<file path="config.mk">
export PLATFORM = sky130hd
export DESIGN_NAME = asd_interp
export DESIGN_NICKNAME = d
export VERILOG_FILES = /design/src/core/asd_pkg.sv /design/src/core/asd_buf2.sv /design/src/core/asd_interp.sv
export SDC_FILE = /design/constraint.sdc
export NUM_CORES = 2
export LEC_CHECK = 0
export ABC_AREA = 1
export BUFFER_PORTS_ARGS = -buffer_cell sky130_fd_sc_hd__buf_2
export CAP_MARGIN = 30
export CORE_MARGIN = 2
export CORE_UTILIZATION = 56
export DETAILED_ROUTE_END_ITERATION = 10
export PLACE_DENSITY = 0.75
export SYNTH_ARGS = -nofsm -noshare
export SYNTH_HDL_FRONTEND = slang
export SYNTH_HIERARCHICAL = 1
export SYNTH_SLANG_ARGS = --single-unit
</file>
<file path="constraint.sdc">
create_clock -name clock -period 6.3 [get_ports clock]
set_clock_uncertainty 0.15 [all_clocks]
set_input_delay 0.315 -clock clock [delete_from_list [all_inputs] [get_ports clock]]
set_output_delay 0.315 -clock clock [all_outputs]
set_load 0.02 [all_outputs]
</file>
<file path="src/core/asd_pkg.sv">
/*
 constants and types for the diagnostic and string command interpreter.
 assumes a single 100 MHz clock domain.
*/
package asd_pkg;
    localparam logic [7:0] CMD_READ_EXT2 = 8'h38;
    localparam logic [7:0] CMD_READ_IO = 8'h18;
    localparam logic [7:0] CMD_GET_FAULTS = 8'h3e;
    localparam logic [7:0] CMD_WRITE_PARAM = 8'h40;
    localparam logic [7:0] CMD_READ_PARAM = 8'h41;
    localparam logic [7:0] CMD_READ_IDSTR = 8'h42;
    localparam logic [7:0] CMD_READ_DIAG = 8'h43;
    localparam int JOB_MAX = 223;
    localparam int RESP_MAX = 221;
    localparam int STR_MAX = 220;
    localparam int FAULT_BYTES = 14;
    localparam int FAULT_USED = 8;
    localparam logic [1:0] ST_OK = 2'h0;
    localparam logic [1:0] ST_BAD_CMD = 2'h1;
    localparam logic [1:0] ST_TOO_LONG = 2'h2;
    localparam logic [1:0] LINK_EXT2 = 2'h0;
    localparam logic [1:0] LINK_IO = 2'h1;
    localparam logic [1:0] LINK_STR = 2'h2;
    typedef enum logic [2:0] {
        ASD_IDLE = 3'b000,
        ASD_ADDR = 3'b001,
        ASD_COUNT = 3'b011,
        ASD_SEND = 3'b010,
        ASD_WAIT = 3'b110,
        ASD_RECV = 3'b111,
        ASD_EMIT = 3'b101,
        ASD_DONE = 3'b100
    } asd_state_type;
endpackage : asd_pkg

</file>
<file path="src/core/asd_buf2.sv">
/*
 two-entry buffer with valid and ready on both sides.
 assumes synchronous reset release from the parent.
*/
`timescale 1ns/1ps
`default_nettype none
module asd_buf2 #(
    parameter int WIDTH = 9
) (
    input wire logic clock,
    input wire logic rst_n,
    input wire logic [WIDTH-1:0] in_data,
    input wire logic in_valid,
    output logic in_ready,
    output logic [WIDTH-1:0] out_data,
    output logic out_valid,
    input wire logic out_ready
);
    logic [WIDTH-1:0] mem [2];
    logic wr_ptr;
    logic rd_ptr;
    logic [1:0] count;
    logic push;
    logic pop;
    assign push = in_valid && (count != 2'h2);
    assign pop = out_valid && out_ready;
    assign in_ready = (count != 2'h2);
    assign out_valid = (count != 2'h0);
    assign out_data = mem[rd_ptr];
    always_ff @(posedge clock or negedge rst_n) begin
        if (!rst_n) begin
            wr_ptr <= 1'b0;
            rd_ptr <= 1'b0;
            count <= 2'h0;
        end else begin
            if (push) begin
                wr_ptr <= ~wr_ptr;
            end
            if (pop) begin
                rd_ptr <= ~rd_ptr;
            end
            count <= count + {1'b0, push} - {1'b0, pop};
        end
    end
    always_ff @(posedge clock) begin
        if (push) begin
            mem[wr_ptr] <= in_data;
        end
    end
endmodule : asd_buf2
`default_nettype wire

</file>
<file path="src/core/asd_interp.sv">
/*
 diagnostic and string command interpreter: takes a job byte stream,
 talks to slaves over a byte-level cable port, returns response bytes
 through a two-entry buffer. assumes the cable engine performs the
 framing and that jobs arrive one byte per accepted beat, last marked.
*/
`timescale 1ns/1ps
`default_nettype none
module asd_interp #(
    parameter int SLAVES = 64
) (
    input wire logic clock,
    input wire logic rst_n,
    input wire logic [7:0] job_data,
    input wire logic job_valid,
    input wire logic job_last,
    output logic job_ready,
    output logic [7:0] resp_data,
    output logic resp_last,
    output logic resp_valid,
    input wire logic resp_ready,
    output logic done,
    output logic [1:0] status,
    output logic link_req,
    output logic [1:0] link_kind,
    output logic link_read,
    output logic [5:0] link_addr,
    output logic [7:0] link_wdata,
    output logic link_wvalid,
    input wire logic link_wready,
    input wire logic [7:0] link_rdata,
    input wire logic link_rvalid,
    input wire logic link_rlast,
    input wire logic link_done,
    input wire logic fault_upd,
    input wire logic [5:0] fault_slave,
    input wire logic fault_bit,
    output logic [SLAVES-1:0] cyclic_hold
);
    logic rst_m;
    logic rst_s;
    asd_pkg::asd_state_type state;
    logic [7:0] cmd;
    logic [7:0] count;
    logic [7:0] idx;
    logic [7:0] rx_len;
    logic [7:0] str_mem [asd_pkg::RESP_MAX];
    logic [SLAVES-1:0] peripheral_fault_list;
    logic [7:0] bin_data;
    logic bin_last;
    logic bin_valid;
    logic bin_ready;
    logic [7:0] emit_byte;
    logic known;
    logic is_str_read;
    always_ff @(posedge clock or negedge rst_n) begin
        if (!rst_n) begin
            rst_m <= 1'b0;
            rst_s <= 1'b0;
        end else begin
            rst_m <= 1'b1;
            rst_s <= rst_m;
        end
    end
    assign known = (job_data == asd_pkg::CMD_READ_EXT2) || (job_data == asd_pkg::CMD_READ_IO)
        || (job_data == asd_pkg::CMD_GET_FAULTS) || (job_data == asd_pkg::CMD_WRITE_PARAM)
        || (job_data == asd_pkg::CMD_READ_PARAM) || (job_data == asd_pkg::CMD_READ_IDSTR)
        || (job_data == asd_pkg::CMD_READ_DIAG);
    assign is_str_read = (cmd == asd_pkg::CMD_READ_PARAM) || (cmd == asd_pkg::CMD_READ_IDSTR)
        || (cmd == asd_pkg::CMD_READ_DIAG);
    always_ff @(posedge clock or negedge rst_s) begin
        if (!rst_s) begin
            peripheral_fault_list <= '0;
        end else if (fault_upd && (32'(fault_slave) < SLAVES)) begin
            peripheral_fault_list[fault_slave] <= fault_bit;
        end
    end
    always_comb begin
        emit_byte = 8'h00;
        if (cmd == asd_pkg::CMD_GET_FAULTS) begin
            if (idx < 8'(asd_pkg::FAULT_USED)) begin
                for (int b = 0; b < 8; b++) begin
                    if ((32'(idx) * 8 + b) < SLAVES) begin
                        emit_byte[7-b] = peripheral_fault_list[32'(idx) * 8 + b];
                    end
                end
            end
        end else if (idx == 8'h00) begin
            emit_byte = is_str_read ? rx_len : {4'h0, rx_len[3:0]};
        end else begin
            emit_byte = str_mem[idx - 8'h01];
        end
    end
    assign job_ready = (state == asd_pkg::ASD_IDLE) || (state == asd_pkg::ASD_ADDR)
        || (state == asd_pkg::ASD_COUNT) || ((state == asd_pkg::ASD_SEND) && link_wready);
    always_ff @(posedge clock or negedge rst_s) begin
        if (!rst_s) begin
            state <= asd_pkg::ASD_IDLE;
            cmd <= 8'h00;
            count <= 8'h00;
            idx <= 8'h00;
            rx_len <= 8'h00;
            done <= 1'b0;
            status <= asd_pkg::ST_OK;
            link_req <= 1'b0;
            link_kind <= asd_pkg::LINK_EXT2;
            link_read <= 1'b0;
            link_addr <= 6'h00;
            bin_valid <= 1'b0;
            bin_data <= 8'h00;
            bin_last <= 1'b0;
            cyclic_hold <= '0;
        end else begin
            done <= 1'b0;
            link_req <= 1'b0;
            if (bin_valid && bin_ready) begin
                bin_valid <= 1'b0;
            end
            case (state)
                asd_pkg::ASD_IDLE: begin
                    if (job_valid) begin
                        cmd <= job_data;
                        idx <= 8'h00;
                        rx_len <= 8'h00;
                        if (!known) begin
                            status <= asd_pkg::ST_BAD_CMD;
                            state <= asd_pkg::ASD_DONE;
                        end else if (job_data == asd_pkg::CMD_GET_FAULTS) begin
                            count <= 8'(asd_pkg::FAULT_BYTES);
                            state <= asd_pkg::ASD_EMIT;
                        end else begin
                            state <= asd_pkg::ASD_ADDR;
                        end
                    end
                end
                asd_pkg::ASD_ADDR: begin
                    if (job_valid) begin
                        link_addr <= job_data[5:0];
                        link_read <= (cmd != asd_pkg::CMD_WRITE_PARAM);
                        link_kind <= (cmd == asd_pkg::CMD_READ_EXT2) ? asd_pkg::LINK_EXT2 :
                            (cmd == asd_pkg::CMD_READ_IO) ? asd_pkg::LINK_IO : asd_pkg::LINK_STR;
                        if (cmd == asd_pkg::CMD_WRITE_PARAM) begin
                            state <= asd_pkg::ASD_COUNT;
                        end else begin
                            link_req <= 1'b1;
                            if (is_str_read && (32'(job_data[5:0]) < SLAVES)) begin
                                cyclic_hold[job_data[5:0]] <= 1'b1;
                            end
                            state <= asd_pkg::ASD_RECV;
                        end
                    end
                end
                asd_pkg::ASD_COUNT: begin
                    if (job_valid) begin
                        count <= job_data;
                        link_req <= 1'b1;
                        if (32'(link_addr) < SLAVES) begin
                            cyclic_hold[link_addr] <= 1'b1;
                        end
                        state <= (job_data == 8'h00) ? asd_pkg::ASD_WAIT : asd_pkg::ASD_SEND;
                    end
                end
                asd_pkg::ASD_SEND: begin
                    if (job_valid && link_wready) begin
                        count <= count - 8'h01;
                        if (count == 8'h01) begin
                            state <= asd_pkg::ASD_WAIT;
                        end
                    end
                end
                asd_pkg::ASD_WAIT: begin
                    if (link_done) begin
                        count <= 8'h00;
                        state <= asd_pkg::ASD_EMIT;
                    end
                end
                asd_pkg::ASD_RECV: begin
                    if (link_rvalid) begin
                        if (is_str_read && (rx_len == 8'(asd_pkg::STR_MAX))) begin
                            status <= asd_pkg::ST_TOO_LONG;
                            state <= asd_pkg::ASD_DONE;
                        end else begin
                            if (is_str_read) begin
                                str_mem[rx_len] <= link_rdata;
                                rx_len <= rx_len + 8'h01;
                            end else begin
                                rx_len <= link_rdata;
                            end
                            if (link_rlast) begin
                                count <= is_str_read ? rx_len + 8'h02 : 8'h01;
                                state <= asd_pkg::ASD_EMIT;
                            end
                        end
                    end
                end
                asd_pkg::ASD_EMIT: begin
                    if (!bin_valid || bin_ready) begin
                        if (idx == count) begin
                            status <= asd_pkg::ST_OK;
                            state <= asd_pkg::ASD_DONE;
                        end else begin
                            bin_valid <= 1'b1;
                            bin_data <= emit_byte;
                            bin_last <= (idx + 8'h01 == count);
                            idx <= idx + 8'h01;
                        end
                    end
                end
                asd_pkg::ASD_DONE: begin
                    if (!job_valid || !job_last) begin
                        done <= 1'b1;
                        cyclic_hold <= '0;
                        state <= asd_pkg::ASD_IDLE;
                    end
                end
                default: begin
                    state <= asd_pkg::ASD_IDLE;
                end
            endcase
        end
    end
    assign link_wdata = job_data;
    assign link_wvalid = (state == asd_pkg::ASD_SEND) && job_valid;
    logic [8:0] bout;
    asd_buf2 #(
        .WIDTH(9)
    ) u_asd_buf2 (
        .clock(clock),
        .rst_n(rst_s),
        .in_data({bin_last, bin_data}),
        .in_valid(bin_valid),
        .in_ready(bin_ready),
        .out_data(bout),
        .out_valid(resp_valid),
        .out_ready(resp_ready)
    );
    assign resp_data = bout[7:0];
    assign resp_last = bout[8];
    property p_bad_cmd;
        @(posedge clock) disable iff (!rst_s)
        (state == asd_pkg::ASD_IDLE && job_valid && !known) |=> !link_req [*2];
    endproperty
    a_bad_cmd: assert property (p_bad_cmd) else $error("unknown code reached cable");
    property p_too_long;
        @(posedge clock) disable iff (!rst_s)
        (state == asd_pkg::ASD_RECV && link_rvalid && is_str_read
            && rx_len == 8'(asd_pkg::STR_MAX)) |=> (status == asd_pkg::ST_TOO_LONG) && !bin_valid;
    endproperty
    a_too_long: assert property (p_too_long) else $error("long string not aborted");
    property p_hold;
        @(posedge clock) disable iff (!rst_s)
        (state == asd_pkg::ASD_SEND || (state == asd_pkg::ASD_RECV && is_str_read))
            |-> cyclic_hold[link_addr];
    endproperty
    a_hold: assert property (p_hold) else $error("cyclic exchange not held");
    property p_fault;
        @(posedge clock) disable iff (!rst_s)
        (fault_upd && fault_slave == 6'h00) |=> peripheral_fault_list[0] == $past(fault_bit);
    endproperty
    a_fault: assert property (p_fault) else $error("fault list not refreshed");
    property p_fwd;
        @(posedge clock) disable iff (!rst_s)
        (state == asd_pkg::ASD_RECV && link_rvalid && is_str_read
            && rx_len != 8'(asd_pkg::STR_MAX))
            |=> str_mem[$past(rx_len)] == $past(link_rdata);
    endproperty
    a_fwd: assert property (p_fwd) else $error("string byte altered");
    property p_count;
        @(posedge clock) disable iff (!rst_s)
        (state == asd_pkg::ASD_SEND && job_valid && link_wready && count == 8'h01)
            |=> state == asd_pkg::ASD_WAIT;
    endproperty
    a_count: assert property (p_count) else $error("byte count not honoured");
endmodule : asd_interp
`default_nettype wire

</file>
==> key figures <==
Power and ir drop
  • Power per cell area: 449.5 nW/µm²
  • Leakage: 32.34 nW
  • Worst VDD drop: 0.5860 mV
  • Overall power: 41.37 mW

Timing
  • RSZ-0062 raised after global routing: no
  • Final Cycle Share: 0.8137
  • Hold WS: 0.03483 ns
  • Finish-stage setup viols: 0
  • Final slew viol count: 0
  • Final min period: 5.126 ns
  • Worst-Margin Slew: 1.176 ns
  • Final setup margin: 1.174 ns
  • Fin. Hold Viols: 0
  • Worst relative slew slack: 0.2152
  • Peak Freq: 195.1 MHz
  • Setup_tns: 0 ns

CTS
  • # clock sinks: 1978
  • Clk buf depth: 3
  • H-tree levels: 4
  • CTS root buffer: clkbuf_16
  • Number of buffers created by CTS: 189
  • TritonCTS clock tree: yes
  • Worst-path clk slew: 0.06 ns
  • Post-CTS Setup Inserts: 0
  • Skew-Pair Late Insertion Delay: 0.83 ns

Synth
  • Synth warn: 6
  • Seq/Total Area, Yosys: 0.7003
  • Syn Inst Count: 7437
  • Post-synth top flop: edfxtp_1
  • Synthesized flop and latch total: 1978
  • Ys async rst share: 0.09707
  • Mean Syn Cell Area: 11.22 µm²
  • Post-synth EDFFs: 1786
  • Distinct cells, synth: 51
  • Mapped Area: 83450 µm²

Place
  • HPWL Detailed: 130600 µm
  • IO Port Bufs: 129
  • Gpl congestion: 0.9270
  • Place WS: 1.306 ns
  • Cell total after placement: 9126

GRT
  • Via count of the first global-routing pass: 56392
  • Initial antenna violation count: 4
  • Largest net degree at the start of global routing: 236
  • Gr ovfl total: 0
  • Total track usage: 0.2952
  • First-pass GRT wire length: 342400 µm

Floorplanning
  • DIE AREA: 152100 µm²
  • FP Rows: 141
  • DIE HEIGHT: 390.0 µm
  • Die width: 390.0 µm
  • IO Count: 130
  • Core area: 147800 µm²
  • Starting Density: 0.5645

Finish
  • Area growth syn-to-layout: 10.30%
  • Layout Cells excl Fill: 9521
  • Nets: 7477
  • Ratio of cells with drive above 1 in the final layout: 0.07458

Setup path
  • Crit-path most repeated cell: inv_1
  • Crit path largest cell delay: 0.82 ns
  • Worst Setup Start Kind: flip-flop
  • WS Path Type: flip-flop to flip-flop
  • CP cell instances: inv_1 -> ha_1 -> inv_1 -> nor2_1 -> inv_1 -> nor2_1 -> inv_2 -> nand4_2 -> inv_1 -> buf_4 -> nand2_1 -> nor2_1
  • Worst Path Arrival: 5.43 ns
  • CP Max Fanout: 16
  • CP max-delay cell: nor2_1
  • Crit. End Element: flip-flop
  • Internal reg-to-reg setup slack: 1.17 ns
  • Worst Path Buf+Inv: 6
  • Top Family by Delay on Critical Path: simple AND/OR/NAND/NOR gates
  • CP required: 6.60 ns

Detailed routing
  • Avg WL per Cell: 23.98 µm
  • Via/cell ratio: 6.260
  • Pre-antenna DRT Iters: 7
  • Via count: 59597
  • Drt drc: 0
  • Final ANT Viol Nets: 0
  • Number of DRC markers in iteration 0: 9261
  • Total wire length: 228300 µm

Min path
  • Worst hold path class: input pin to flip-flop

Status
  • Status: finished, final reports clean

Flow run
  • Max-cap violations: 0
==> layout make-up <==
class	count	area, µm²
Inverter	343	1314
Multi-Input combinational cell	4646	21660
Fill cell	10970	55800
Tap cell	1930	2415
Clock buffer	243	5057
Sequential cell	1978	58440
Antenna cell	2	5.005
Clock inverter	104	847.1
Timing Repair Buffer	275	2302
==> repair_timing <==
item,4_1_cts,5_1_grt
hold buffers,35,0
hold endpoints to repair,177,0
resized for setup,0,0
==> worst min-delay path: cells and delay by family <==
| kind | cells | cell delay [ns] |
|---|---|---|
| buffers and inverters | 2 | 0.46 |
| AO/OA/AOI/OAI | 1 | 0.06 |
==> synthesized netlist by cell type, types with 54 or more instances <==
master | instances | area (µm²)
edfxtp_1 | 1786 | 53630
o21ai_1 | 85 | 425.4
o21ai_0 | 762 | 3814
o211ai_1 | 244 | 1832
nand2_1 | 1077 | 4043
inv_1 | 314 | 1179
a21oi_1 | 164 | 820.8
nor2_1 | 1313 | 4928
buf_2 | 219 | 1096
nor3_1 | 54 | 270.3
dfrtp_1 | 192 | 4805
clkbuf_1 | 189 | 709.4
nand3_1 | 683 | 3418
a31oi_1 | 123 | 769.5
==> placed cells by master (no fill, tap or decap), types with 14 or more instances in the layout <==
cell and count:
edfxtp_1 1786, nor2_1 1312, nand2_1 1077, o21ai_0 762
nand3_1 683, inv_1 314, o211ai_1 244, clkbuf_16 193
dfrtp_1 190, a21oi_1 163, a31oi_1 123, buf_2 122
o21ai_1 85, buf_4 75, nor3_1 48, clkbuf_1 46
clkinv_1 44, clkinv_2 43, dlygate4sd3_1 35, buf_12 23
o221ai_1 21, o22ai_1 19, inv_2 17, xor2_1 14
==> metrics by stage <==
stage | util | cell area, µm²
after floorplan | - | 83480
final | 0.6226 | 92040
after detailed placement | 0.5791 | 85620
after CTS | 0.6214 | 91870
after global placement | 0.5781 | 85460
after global routing | 0.6225 | 92040
==> where the power goes <==
part	total (mW)	internal [mW]	switching [mW]	leakage (nW)
logic	15.5	4.30	11.2	10.9
registers	14.9	14.6	0.303	18.5
clock network	11.0	6.18	4.83	2.91
total	41.4	25.1	16.3	32.3
==> worst paths after layout <==
kind | startpoint | end | depth (start not counted)
max reg2reg | rx_len[0]$_DFFE_PN0P_ | str_mem[75][7]$_DFFE_PP_ | 12
max | rx_len[0]$_DFFE_PN0P_ | str_mem[75][7]$_DFFE_PP_ | 12
max in group asynchronous | rst_s$_DFF_PN0_ | cyclic_hold[11]$_DFFE_PN0P_ | 2
min | job_last | done$_DFF_PN0_ | 3
min in group asynchronous | rst_n | rst_m$_DFF_PN0_ | 3
min reg2reg | rst_m$_DFF_PN0_ | rst_s$_DFF_PN0_ | 0
==> flip-flops by register name, indices dropped and copies added, names as in the netlist, 3 cells and up <==
name                   count
state                      3
cyclic_hold               64
str_mem                 1768
peripheral_fault_list     64
u_asd_buf2/mem            18
bin_data                   8
idx                        8
cmd                        8
link_addr                  6
rx_len                     8
count                      8
==> layer usage <==
metal / vias up / share of wire / track usage
li1: 26267 / - / -
met2: 3847 / 0.46 / 0.4545
met5: - / 0.00013 / 0
met3: 605 / 0.12 / 0.06752
met4: 4 / 0.045 / 0.1304
met1: 28874 / 0.38 / 0.4050
==> cell families after synthesis <==
group | synth area share
multiplexers | 0.0001200
flip-flops | 0.7003
AND/OR/NAND/NOR | 0.1547
other | 0.00008999
adder cells (fa/ha/maj) | 0.001649
XOR/XNOR | 0.003179
buffers and inverters | 0.04240
AO/OA/AOI/OAI | 0.09765
Power figures use the tool's default switching activity.
